[src/rtl/fcs_pkg.sv]
// Purpose: shared constants and types for the memory integrity scanner
// Assumes: 32-bit APB, register index times four gives the byte address
// Notes:   offsets below are register indices
package fcs_pkg;
    // register indices (byte address = index * 4)
    localparam logic [1:0] FCS_IDX_CTRL = 2'h0;  // scan_control
    localparam logic [1:0] FCS_IDX_MR   = 2'h1;  // scan_mode_region
    localparam logic [1:0] FCS_IDX_STAT = 2'h2;  // scan_result_flags
    // scan_control bit positions
    localparam int FCS_B_EN   = 0;               // enable
    localparam int FCS_B_ARM  = 1;               // fault_irq_arm
    localparam int FCS_B_SRST = 7;               // soft reset strobe
    // scan_mode_region field positions
    localparam int FCS_MODE_LO = 4;              // mode bits 5:4
    localparam int FCS_REG_LO  = 0;              // region_select bits 1:0
    // scan_result_flags bit positions
    localparam int FCS_B_BUSY = 0;               // busy flag
    localparam int FCS_B_OK   = 1;               // pass flag
    // values after reset
    localparam logic [7:0] FCS_CTRL_RST = 8'h00;
    localparam logic [7:0] FCS_MR_RST   = 8'h00;
    localparam logic [7:0] FCS_STAT_RST = 8'h02;
    // mode encodings
    localparam logic [1:0] FCS_MODE_PRIO = 2'h0; // stall cpu, single
    localparam logic [1:0] FCS_MODE_BG   = 2'h2; // background, single
    localparam logic [1:0] FCS_MODE_CONT = 2'h3; // background, repeating
    // region encodings
    localparam logic [1:0] FCS_REG_FULL = 2'h0;  // whole memory
    localparam logic [1:0] FCS_REG_LDPG = 2'h1;  // loader_and_program
    localparam logic [1:0] FCS_REG_LDR  = 2'h2;  // loader only
    // cycle counts
    localparam logic [1:0] FCS_START_CYC = 2'h3; // enable to first fetch
    localparam logic [1:0] FCS_FETCH_CYC = 2'h3; // priority fetch spacing
    // checksum engine
    localparam logic [15:0] FCS_CRC_INIT = 16'hffff;
    localparam logic [15:0] FCS_CRC_POLY = 16'h1021;
    // fault interrupt vector offset
    localparam logic [7:0] FCS_NMI_VEC = 8'h00;
    // scanner configuration
    typedef struct packed {
        logic [1:0] mode;
        logic [1:0] region;
    } fcs_cfg_t;
    // scanner status flags
    typedef struct packed {
        logic ok;
        logic busy;
    } fcs_stat_t;
    // engine states
    typedef enum logic [1:0] {FCS_IDLE, FCS_WAIT, FCS_RUN} fcs_state_t;
endpackage

[src/rtl/fcs_scanner.sv]
// Purpose: memory integrity scanner with 16-bit checksum and fault request
// Assumes: memory read data valid in the cycle a fetch is taken
// Notes:   APB slave, zero wait states, read data registered in setup
//
// Behaviour
// - failure clears pass flag, vector 0x00
// - arm bit set-only, system reset clears
// - fault request sticky until system reset
// - fault request ignores global interrupt enable
// - sleep freezes scan, resumes on wake
// - pending priority check runs first after wake
// - control writes ignored after fault
// - soft reset clears enable, mode/region, pass flag next cycle
// - soft reset gated by arm and busy
// - arm set only while not busy
// - enable write of one starts check
// - enable zero stops after current pass
// - startup scan leaves enable, background, region
// - mode/region locked while busy or fault
// - mode field decodes priority, single, repeating
// - repeating halts on fail or stop
// - region field decodes three memory areas
// - status register is read-only
// - pass flag reset one, zero while busy
// - busy flag shows scan in progress
// - checksum ccitt, msb first, byte 0 first
// - accumulator preset to all ones
// - priority fetch every third cycle, start 3
`timescale 1ns/1ps
module fcs_scanner #(
    parameter int              AW         = 12,        // word address width
    parameter logic [AW-1:0]   FLASH_LAST = '1         // last word of memory
) (
    input  wire logic             core_clk_i,
    input  wire logic             rst_i,
    input  wire logic [3:0]       paddr_i,
    input  wire logic             psel_i,
    input  wire logic             penable_i,
    input  wire logic             pwrite_i,
    input  wire logic [31:0]      pwdata_i,
    output logic      [31:0]      prdata_o,
    output logic                  pready_o,
    output logic                  pslverr_o,
    output logic                  mem_req_o,
    output logic      [AW-1:0]    mem_addr_o,
    input  wire logic             mem_grant_i,
    input  wire logic [15:0]      mem_rdata_i,
    output logic                  cpu_stall_o,
    input  wire logic             cpu_sleep_i,
    input  wire logic [AW-1:0]    loader_last_i,
    input  wire logic [AW-1:0]    program_last_i,
    input  wire logic             init_scan_i,
    input  wire logic [1:0]       init_region_i,
    output logic                  fault_nmi_o,
    output logic      [7:0]       nmi_vec_o,
    output fcs_pkg::fcs_stat_t    stat_o
);
    import fcs_pkg::*;

    // refuse address widths the counters cannot serve
    if (AW < 2 || AW > 24) begin : g_chk
        $error("fcs_scanner: AW out of range");
    end

    // one byte through the checksum, msb first
    function automatic logic [15:0] crc_byte(input logic [15:0] c,
                                             input logic [7:0]  b);
        logic [15:0] r;
        logic        fb;
        r = c;
        for (int i = 7; i >= 0; i--)
        begin
            fb = r[15] ^ b[i];
            r  = {r[14:0], 1'b0};
            if (fb)
                r = r ^ FCS_CRC_POLY;
        end
        return r;
    endfunction

    fcs_state_t  state;          // engine state
    fcs_cfg_t    cfg;            // mode and region
    logic        enable;         // enable bit as read back
    logic        arm;            // fault_irq_arm
    logic        nmi;            // latched fault request
    logic        ok;             // raw pass flag
    logic        stop_req;       // finish pass, then stop
    logic        pend_wake;      // priority check waiting on wake
    logic        init_done;      // startup strap already taken
    logic        srst_q;         // soft reset, one cycle late
    logic [1:0]  cnt;            // start delay countdown
    logic [1:0]  phase;          // priority fetch spacing
    logic [AW-1:0] addr;         // current word address
    logic [15:0] crc;            // checksum accumulator
    logic [15:0] crc_nxt;        // accumulator after this word
    logic [AW-1:0] last_addr;    // last word of selected region
    logic        busy;           // scan in progress
    logic        prio;           // priority mode selected
    logic        step;           // a word is taken this cycle
    logic        last_step;      // final word of region taken
    logic        fail_now;       // region finished with a mismatch
    logic        wr;             // apb write access phase
    logic [1:0]  idx;            // register index
    logic        wr_ctrl;        // accepted control write
    logic        srst_ok;        // soft reset strobe accepted
    logic        go_wr;          // launch from software
    logic        init_go;        // launch from startup strap

    // bus decode
    assign idx      = paddr_i[3:2];
    assign wr       = psel_i & penable_i & pwrite_i;
    assign wr_ctrl  = wr & (idx == FCS_IDX_CTRL) & ~nmi;
    assign srst_ok  = pwdata_i[FCS_B_SRST] & (~arm | ~busy);
    assign go_wr    = wr_ctrl & pwdata_i[FCS_B_EN];
    assign init_go  = ~init_done & init_scan_i;

    // engine helpers
    assign busy     = (state != FCS_IDLE);
    assign prio     = (cfg.mode == FCS_MODE_PRIO);
    assign crc_nxt  = crc_byte(crc_byte(crc, mem_rdata_i[7:0]),
                               mem_rdata_i[15:8]);
    // priority walks on its own spacing, background waits for grant
    assign step     = (state == FCS_RUN) & ~cpu_sleep_i &
                      (prio ? (phase == 2'h0) : mem_grant_i);
    assign last_step = step & (addr == last_addr);
    assign fail_now  = last_step & (crc_nxt != 16'h0000);

    // region end select
    always_comb
    begin
        if (cfg.region == FCS_REG_LDR)
            last_addr = loader_last_i;
        else if (cfg.region == FCS_REG_LDPG)
            last_addr = program_last_i;
        else
            last_addr = FLASH_LAST; // full and reserved
    end

    // startup strap, caught once after reset release
    always_ff @(posedge core_clk_i or posedge rst_i)
    begin
        if (rst_i)
            init_done <= 1'b0;
        else
            init_done <= 1'b1;
    end

    // soft reset strobe delay; strobe itself holds nothing
    always_ff @(posedge core_clk_i or posedge rst_i)
    begin
        if (rst_i)
            srst_q <= 1'b0;
        else
            srst_q <= wr_ctrl & srst_ok;
    end

    // arm bit and fault latch, system reset only
    always_ff @(posedge core_clk_i or posedge rst_i)
    begin
        if (rst_i)
        begin
            arm <= FCS_CTRL_RST[FCS_B_ARM];
            nmi <= 1'b0;
        end
        else
        begin
            // set only, and only when idle
            if (wr_ctrl & pwdata_i[FCS_B_ARM] & ~busy)
                arm <= 1'b1;
            // sticky, no global enable gate
            if (fail_now & arm)
                nmi <= 1'b1;
        end
    end

    // mode and region register
    always_ff @(posedge core_clk_i or posedge rst_i)
    begin
        if (rst_i)
            cfg <= fcs_cfg_t'({FCS_MR_RST[FCS_MODE_LO +: 2],
                               FCS_MR_RST[FCS_REG_LO +: 2]});
        else if (srst_q)
            cfg <= fcs_cfg_t'(4'h0);
        else if (init_go)
        begin
            cfg.mode   <= FCS_MODE_BG;
            cfg.region <= init_region_i;
        end
        else if (wr & (idx == FCS_IDX_MR) & ~busy & ~nmi)
        begin
            cfg.mode   <= pwdata_i[FCS_MODE_LO +: 2];
            cfg.region <= pwdata_i[FCS_REG_LO +: 2];
        end
    end

    // scan engine
    always_ff @(posedge core_clk_i or posedge rst_i)
    begin
        if (rst_i)
        begin
            state     <= FCS_IDLE;
            enable    <= FCS_CTRL_RST[FCS_B_EN];
            ok        <= FCS_STAT_RST[FCS_B_OK];
            stop_req  <= 1'b0;
            pend_wake <= 1'b0;
            cnt       <= 2'h0;
            phase     <= 2'h0;
            addr      <= '0;
            crc       <= FCS_CRC_INIT;
        end
        else if (srst_q)
        begin
            // engine, enable and pass flag cleared; arm and fault latch keep their values
            state     <= FCS_IDLE;
            enable    <= 1'b0;
            ok        <= 1'b0;
            stop_req  <= 1'b0;
            pend_wake <= 1'b0;
        end
        else if (init_go | go_wr)
        begin
            // fresh check with current settings
            state     <= FCS_WAIT;
            enable    <= 1'b1;
            ok        <= 1'b0;
            stop_req  <= 1'b0;
            pend_wake <= 1'b0;
            cnt       <= FCS_START_CYC;
            phase     <= 2'h0;
            addr      <= '0;
            crc       <= FCS_CRC_INIT;
        end
        else
        begin
            // disable waits for the end of this pass
            if (wr_ctrl & ~pwdata_i[FCS_B_EN])
            begin
                enable   <= 1'b0;
                stop_req <= busy;
            end
            // remember a priority check not yet begun at sleep
            if (cpu_sleep_i & (state == FCS_WAIT) & prio)
                pend_wake <= 1'b1;
            if (!cpu_sleep_i)
            begin
                case (state)
                    FCS_WAIT:
                    begin
                        cnt <= cnt - 2'h1;
                        if (cnt == 2'h1)
                            state <= FCS_RUN;
                    end
                    FCS_RUN:
                    begin
                        // spacing counter for priority fetches
                        if (phase == FCS_FETCH_CYC - 2'h1)
                            phase <= 2'h0;
                        else
                            phase <= phase + 2'h1;
                        if (step)
                        begin
                            crc  <= crc_nxt;
                            addr <= addr + 1'b1;
                        end
                        if (last_step)
                        begin
                            ok <= ~fail_now;
                            if ((cfg.mode == FCS_MODE_CONT) & ~fail_now &
                                enable & ~stop_req)
                            begin
                                // repeat from region start
                                addr  <= '0;
                                crc   <= FCS_CRC_INIT;
                                phase <= 2'h0;
                            end
                            else
                            begin
                                state     <= FCS_IDLE;
                                stop_req  <= 1'b0;
                                pend_wake <= 1'b0;
                            end
                        end
                    end
                    default:
                    begin
                        cnt <= 2'h0;
                    end
                endcase
            end
        end
    end

    // apb read data, registered in the setup cycle
    always_ff @(posedge core_clk_i or posedge rst_i)
    begin
        if (rst_i)
            prdata_o <= 32'h0000_0000;
        else if (psel_i & ~penable_i & ~pwrite_i)
        begin
            prdata_o <= 32'h0000_0000;
            if (idx == FCS_IDX_CTRL)
            begin
                prdata_o[FCS_B_EN]  <= enable;
                prdata_o[FCS_B_ARM] <= arm;
            end
            else if (idx == FCS_IDX_MR)
            begin
                prdata_o[FCS_MODE_LO +: 2] <= cfg.mode;
                prdata_o[FCS_REG_LO +: 2]  <= cfg.region;
            end
            else if (idx == FCS_IDX_STAT)
            begin
                // status has no write path at all
                prdata_o[FCS_B_BUSY] <= busy;
                prdata_o[FCS_B_OK]   <= ok & ~busy;
            end
        end
    end

    // zero wait states, unmapped reads return zero
    assign pready_o    = 1'b1;
    assign pslverr_o   = 1'b0;
    // memory side and cpu stall
    assign mem_req_o   = (state == FCS_RUN) & ~cpu_sleep_i & ~prio;
    assign mem_addr_o  = addr;
    assign cpu_stall_o = ~cpu_sleep_i & prio &
                         ((state == FCS_RUN) | pend_wake);
    assign fault_nmi_o = nmi;
    assign nmi_vec_o   = FCS_NMI_VEC;
    assign stat_o      = '{ok: ok & ~busy, busy: busy};
endmodule

[config.mk]
export PLATFORM = sky130hd
export DESIGN_NAME = fcs_scanner
export DESIGN_NICKNAME = d
export VERILOG_FILES = /design/src/rtl/fcs_pkg.sv /design/src/rtl/fcs_scanner.sv
export SDC_FILE = /design/constraint.sdc
export NUM_CORES = 1
export LEC_CHECK = 0
export BUFFER_PORTS_ARGS = -buffer_cell sky130_fd_sc_hd__buf_2
export CAP_MARGIN = 25
export CORE_MARGIN = 4
export CORE_UTILIZATION = 30
export DETAILED_ROUTE_END_ITERATION = 10
export GPL_ROUTABILITY_DRIVEN = 1
export PLACE_DENSITY_LB_ADDON = 0.2
export SYNTH_ARGS = -nofsm -noshare
export SYNTH_HDL_FRONTEND = slang
export SYNTH_SLANG_ARGS = --single-unit
[constraint.sdc]
create_clock -name core_clk_i -period 4.64 [get_ports core_clk_i]
set_input_delay 0.696 -clock core_clk_i [delete_from_list [all_inputs] [get_ports core_clk_i]]
set_output_delay 0.696 -clock core_clk_i [all_outputs]
set_load 0.1 [all_outputs]
==> metrics.md, run 1 <==
| Metric | Value |
|---|---|
| Number of enable-type register cells in the synthesized netlist | 0 |
| CTS max path bufs | 2 |
| Post-Layout Cell Count | 660 |
| Mapped Avg Cell Area | 9.16 µm² |
| Maximum level of the CTS H-tree | 2 |
| Placeable core region | 12200 µm² |
| Max Transition Viols Final | 0 |
| Slowest CP cell | a2111o_1 |
| Number of antenna violations at the first check in global routing | 0 |
| Relative slew slack | 0.388 |
| TritonCTS Buffers | 5 |
| Number of detailed-route iterations in the first pass | 4 |
| Total setup violations reported at the end of the flow | 0 |
| Post-CTS Setup Repair Bufs | 0 |
| Post-synthesis cell count | 415 |
| Average wire per standard cell | 15.3 µm |
| Flip-flop cell with the highest count after synthesis | dfrtp_1 |
| Yosys top cell area share | 0.217 |
| Cells on worst reg2reg path | 9 |
| Post-detailed-route DRC marker count | 0 |
| Leakage component of the power | 0.00193 µW |
| Critical Path AT | 3810 ps |
| Power density normalized to cell area | 375 nW/µm² |
| Maximum single-stage delay on the critical path | 770 ps |
| Worst path cell trace | buf_2, xnor2_2, xnor3_2, xor2_1, buf_4, nor3b_1, o2111ai_1, a2111o_1, nand4_1, o311ai_0 |
| Post-synth ARST share | 1.00 |
| Synth warn | 0 |
| # port buffers | 77 |
| First-pass GRT wire length | 16100 µm |
| Number of violations reported at the end of detailed-routing iteration 0 | 154 |
| Top-count cell post-synth | xnor2_1 |
| Routability Congestion | 0.801 |
| Clock Skews | 5.31 ps |
| Hold-fix buffer count after cts | 0 |
| Worst-path maximum fanout | 25 |
| Ranking of synthesized cells by area | dfrtp_1 22%, dfstp_2 12%, xnor2_1 9.7%, buf_4 7.7%, xor2_1 5.1% |
| Final setup slack of the worst path | 988 ps |
| Clock-pin transition on the worst setup and hold timing paths | 70 ps |
| Maximum vdd drop | 0.141 mV |
| Library cell occupying the most area in the post-synthesis netlist | dfrtp_1 |
| Clock root cell | clkbuf_16 |
| Setup TNS | 0 ps |
| Sequential fraction of the synthesis area | 0.335 |
| Number of buffer and inverter stages on the critical path | 2 |
| Die area | 14500 µm² |
| Total of fill cells in the finished design | 1276 |
| Result of the run | finished, final reports clean |
| Final Hold Vio Count | 0 |
| Antenna Cells | 0 |
| Fraction of layout instances using a drive strength above 1 | 0.248 |
| Die X | 121 µm |
| Die Height | 121 µm |
| Detailed placement HPWL | 7670 µm |
| Data required time at the worst endpoint | 4800 ps |
| Number of library cell types mapped by synthesis | 60 |
| Resized Gates After CTS | 0 |
| Family of cells with the greatest summed delay on the critical path | compound AO/OA/AOI/OAI gates |
| Clock network latency to the later pin of the worst-skew pair | 300 ps |
| Critical path endpoint category | flip-flop |
| # Max-Cap Violations | 0 |
| Via count of the first global-routing pass | 3164 |
| Overall global routing resource usage | 0.137 |
| Number of register bits inferred by synthesis | 50 |
| Commonest cells post-synth | 42 x xnor2_1, 39 x buf_4, 33 x dfrtp_1 |
| Initial core utilization | 0.311 |
| Maximum achievable frequency | 0.274 GHz |
| # rows | 40 |
| Wire length after detailed routing | 10100 µm |
| Instance count on the critical path | 10 |
| Clock tree from TritonCTS | yes |
| Startpoint type of the worst setup path | primary input |
| DR vias/cell | 4.78 |
| Via count | 3158 |
| P&R area growth vs syn | 16.4% |
| Share of the clock period used by the worst path after layout | 0.787 |
| Setup repair after global routing missed its margin | no |
| Least-Margin Pin Slew | 912 ps |
| Class of the tightest hold or removal check | flip-flop to flip-flop |
| Minimum setup slack after placement | 690 ps |
| Total instance count after detailed placement | 652 |
| Final worst path period need | 3650 ps |
| TritonCTS sink count | 50 |
| Path type of the worst setup path | primary input to flip-flop |
| Post-route antenna net violation count | 0 |
| # IOs | 145 |
| Residual overflow from global routing | 0 |
| Depth of the worst hold-timing path | 2 |
| Largest net degree at the start of global routing | 51 |
| Synthesized area | 3800 µm² |
| Final nets | 582 |
## where the power goes
group	internal (µW)	switching, µW
clock network	310	178
logic	197	469
registers	474	30.6
## stage by stage
stage | hold WS (ps) | power, µW | util | cell area (µm²)
floorplan | 461 | 1070 | - | 3940
global placement | 468 | 1170 | 0.346 | 4230
detailed placement | 470 | 1180 | 0.346 | 4230
CTS | 487 | 1670 | 0.362 | 4420
global route | 517 | 1750 | 0.362 | 4420
finish | 483 | 1660 | 0.362 | 4420
## registers in the layout, summed over array words and instances, names as in the netlist
| signal | flops |
|---|---|
| phase | 2 |
| ok | 1 |
| enable | 1 |
| state | 2 |
| pend_wake | 1 |
| prdata_o | 4 |
| mem_addr_o | 12 |
| crc | 16 |
| stop_req | 1 |
| srst_q | 1 |
| arm | 1 |
| cnt | 2 |
| fault_nmi_o | 1 |
| init_done | 1 |
| cfg | 4 |
## area by class of cell
cell class                      count  area, µm²  area share
Clock buffer                        5        125      0.0283
Clock inverter                      3       68.8      0.0156
Inverter                            9       33.8     0.00764
Multi-Input combinational cell    343       2290       0.518
Sequential cell                    50       1270       0.288
Tap cell                          168        210      0.0475
Timing Repair Buffer               82        423      0.0956
## path summary, 6_finish.rpt
check                                        start                          to  slack [ps]
max                                 mem_rdata_i[7]  mem_addr_o[11]$_DFFE_PP0P_         990
min                        prdata_o[1]$_DFFE_PP0P_     prdata_o[1]$_DFFE_PP0P_         480
max reg2reg                    crc[15]$_DFFE_PP1P_  mem_addr_o[11]$_DFFE_PP0P_        1120
min reg2reg                prdata_o[1]$_DFFE_PP0P_     prdata_o[1]$_DFFE_PP0P_         480
max in group asynchronous                    rst_i   mem_addr_o[2]$_DFFE_PP0P_        3600
min in group asynchronous                    rst_i     prdata_o[1]$_DFFE_PP0P_         570
## kinds of logic (layout without fill, tap and decap cells)
logic type,count (synthesis),in the layout,synth area share
muxes,8,8,0.0211
DFF,50,50,0.335
other,2,39,0.00198
buffers and inverters,59,99,0.0991
adders and majority gates,5,5,0.0165
and+or+nand+nor,126,126,0.174
AOI/OAI and AO/OA,95,95,0.172
xor gates and xnor gates,70,70,0.181
## layout by cell type (no fill, tap or decap), drive strengths merged, types with 3 or more instances in the layout
| cell type | netlist | final |
|---|---|---|
| and3 | 7 | 7 |
| or4 | 4 | 4 |
| o21a | 4 | 4 |
| o21ai | 13 | 13 |
| nor3b | 3 | 3 |
| or2 | 4 | 4 |
| buf | 41 | 82 |
| or3 | 3 | 3 |
| ha | 5 | 5 |
| nor4 | 3 | 3 |
| mux2i | 8 | 8 |
| xnor3 | 3 | 3 |
| nor2 | 25 | 25 |
| xnor2 | 44 | 44 |
| a211oi | 4 | 4 |
| o22a | 12 | 12 |
| a31oi | 17 | 17 |
| dfstp | 17 | 17 |
| nand3b | 6 | 6 |
| nand2b | 8 | 8 |
| a21oi | 14 | 14 |
| nand3 | 11 | 11 |
| clkbuf | 9 | 5 |
| nand2 | 32 | 32 |
| o22ai | 12 | 12 |
| dfrtp | 33 | 33 |
| nand4 | 9 | 9 |
| conb | 2 | 39 |
| nor3 | 5 | 5 |
| xor2 | 23 | 23 |
| inv | 9 | 9 |
## worst register-to-register path: cells and delay by family, from the launching register on
family	cells	cell delay, ps
simple gates	2	410
compound gates	3	1210
buf+inv	1	170
xor+xnor	3	1020
flops	1	580
## per-layer routing
| layer | global-route usage | routed length [µm] | vias to the layer above |
|---|---|---|---|
| li1 | - | - | 1568 |
| met3 | 0.0248 | 460 | 8 |
| met4 | 0.0269 | 76 | 0 |
| met5 | 0 | 0 | - |
| met1 | 0.176 | 4530 | 1505 |
| met2 | 0.241 | 5000 | 77 |
No activity file was read; power rests on OpenSTA's default activity.
==> run 2: changes to the inputs <==
clock period = 3.3 ns   (was 4.64 ns; I/O delays follow)
==> run 2 against run 1 <==
  * Clock skew up 7.2 ps
  * Critical path depth did not move
  * Critical endpoint is now mem_addr_o[5]$_DFFE_PP0P_
  * Worst hold slack got worse by 100 ps
  * Sequential share of layout area decreased by 1.4 points
  * Combinational power up 53%
  * Clock power increased by 23%
  * Worst setup slack lost 800 ps
  * Clock-buffer cell count increased by 1
  * Global-route usage increased by 0.90 points
  * Critical path type is now flip-flop to flip-flop
  * Via count is 3.0% higher
  * Flip-flop and latch count unchanged
  * Largest power group unchanged
  * Final area rose by 5.1%
==> metrics.md, run 2 (same netlist as run 1, synthesis figures left out) <==
| Metric | Value |
|---|---|
| Family of cells with the greatest summed delay on the critical path | XOR/XNOR gates |
| Instance count on the critical path | 10 |
| Capture point of the worst reg-to-reg path | mem_addr_o[5]$_DFFE_PP0P_ |
| Slowest CP cell | dfstp_2 |
| Maximum level of the CTS H-tree | 2 |
| Final setup slack of the worst path | 192 ps |
| Critical path endpoint category | flip-flop |
| Setup repair after global routing missed its margin | no |
| Final Hold Vio Count | 0 |
| Most flops, register | crc |
| DR vias/cell | 4.71 |
| Hold-fix buffer count after cts | 0 |
| # rows | 40 |
| Launch point of the critical path | crc[15]$_DFFE_PP1P_ |
| Via count of the first global-routing pass | 3336 |
| Post-detailed-route DRC marker count | 0 |
| # IOs | 145 |
| Routability Congestion | 0.835 |
| Antenna Cells | 0 |
| Leakage component of the power | 0.00207 µW |
| Power density normalized to cell area | 501 nW/µm² |
| Placeable core region | 12200 µm² |
| Final nets | 612 |
| Worst-path maximum fanout | 25 |
| Fraction of layout instances using a drive strength above 1 | 0.299 |
| Maximum achievable frequency | 0.322 GHz |
| Total setup violations reported at the end of the flow | 0 |
| # port buffers | 77 |
| Maximum single-stage delay on the critical path | 570 ps |
| Post-route cell area | 4650 µm² |
| CTS max path bufs | 2 |
| Least-Margin Pin Slew | 869 ps |
| Number of antenna violations at the first check in global routing | 0 |
| Startpoint of the worst register-to-register path | crc[15]$_DFFE_PP1P_ |
| Overall power | 2330 µW |
| Clock-pin transition on the worst setup and hold timing paths | 80 ps |
| Maximum vdd drop | 0.240 mV |
| P&R area growth vs syn | 22.3% |
| Cells on worst reg2reg path | 10 |
| Wire length after detailed routing | 10400 µm |
| Die X | 121 µm |
| Class of the tightest hold or removal check | primary input to async pin |
| Startpoint type of the worst setup path | flip-flop |
| TritonCTS Buffers | 5 |
| Clock Skews | 12.5 ps |
| First-pass GRT wire length | 16900 µm |
| Largest net degree at the start of global routing | 40 |
| # Max-Cap Violations | 0 |
| Clock tree from TritonCTS | yes |
| Share of the clock period used by the worst path after layout | 0.942 |
| Worst setup endpoint | mem_addr_o[5]$_DFFE_PP0P_ |
| Result of the run | finished, final reports clean |
| Highest-count cells in the layout ignoring fill and taps | 77 x buf_2, 41 x xnor2_1, 39 x conb_1 |
| Clock network latency to the later pin of the worst-skew pair | 300 ps |
| Number of detailed-route iterations in the first pass | 4 |
| TritonCTS sink count | 50 |
| Max FFs per register | 16 |
| Placed cell areas | 4450 µm² |
| Relative slew slack | 0.420 |
| Setup slack on the worst flop-to-flop path | 190 ps |
| Average wire per standard cell | 15.0 µm |
| Die Height | 121 µm |
| Max Transition Viols Final | 0 |
| Minimum setup slack after placement | -153 ps |
| Worst path cell trace | xnor2_2, xnor3_2, xor2_1, nor3b_1, o2111ai_1, buf_4, a2111o_1, buf_4, a31oi_1, a31oi_1 |
| Via count | 3253 |
| Most common library cell in the layout ignoring fill and taps | buf_2 |
| Data required time at the worst endpoint | 3460 ps |
| Critical Path AT | 3270 ps |
| Final Util | 0.381 |
| Number of violations reported at the end of detailed-routing iteration 0 | 110 |
| Residual overflow from global routing | 0 |
| Path type of the worst setup path | flip-flop to flip-flop |
| Overall global routing resource usage | 0.146 |
| Detailed placement HPWL | 8180 µm |
| Clock root cell | clkbuf_16 |
| Initial core utilization | 0.311 |
| Final worst path period need | 3110 ps |
| Number of buffer and inverter stages on the critical path | 2 |
| Post-route antenna net violation count | 0 |
| Die area | 14500 µm² |
run 2: timing repair:
action                                  4_1_cts  5_1_grt
endpoints found under the setup margin        0       27
resized for setup                             0        5
buffers inserted                              0        1
run 2: final cells by class:
cell class	count	area (µm²)
clock inverter	2	37.5
multi-input combinational	343	2320
clock buffer	6	129
fill	1306	7560
inverter	9	33.8
tap	168	210
timing repair buffer	112	648
sequential	50	1270
run 2: how the worst min path moves through the flow:
stage	from	to
6_report	rst_i	phase[0]$_DFFE_PP0P_
2_1_floorplan	phase[1]$_DFFE_PP0P_	phase[0]$_DFFE_PP0P_
4_1_cts	rst_i	phase[0]$_DFFE_PP0P_
3_5_place_dp	prdata_o[1]$_DFFE_PP0P_	prdata_o[1]$_DFFE_PP0P_
3_3_place_gp	prdata_o[0]$_DFFE_PP0P_	prdata_o[0]$_DFFE_PP0P_
5_1_grt	rst_i	mem_addr_o[10]$_DFFE_PP0P_
run 2: per-stage QoR:
stage	std cells	hold WS, ps	setup TNS (ps)
floorplan	452	461	0
global route	690	464	0
global placement	681	468	-2680
detailed placement	681	474	-2370
finish	690	382	0
CTS	689	417	0
run 2: metal layers:
layer | vias up | wire length (µm) | global-route usage | part of all wire
met3 | 12 | 389 | 0.0257 | 0.038
li1 | 1625 | - | - | -
met2 | 81 | 5280 | 0.258 | 0.51
met4 | 0 | 155 | 0.0418 | 0.015
met1 | 1535 | 4540 | 0.181 | 0.44
met5 | - | 0 | 0 | 0
run 2: report_power, final:
group          switching [µW]  total (µW)  internal, µW  leakage, µW
clock                     244         603           359    0.0000771
combinational             679        1020           340      0.00138
sequential               39.2         705           666     0.000608
total                     962        2330          1360      0.00207
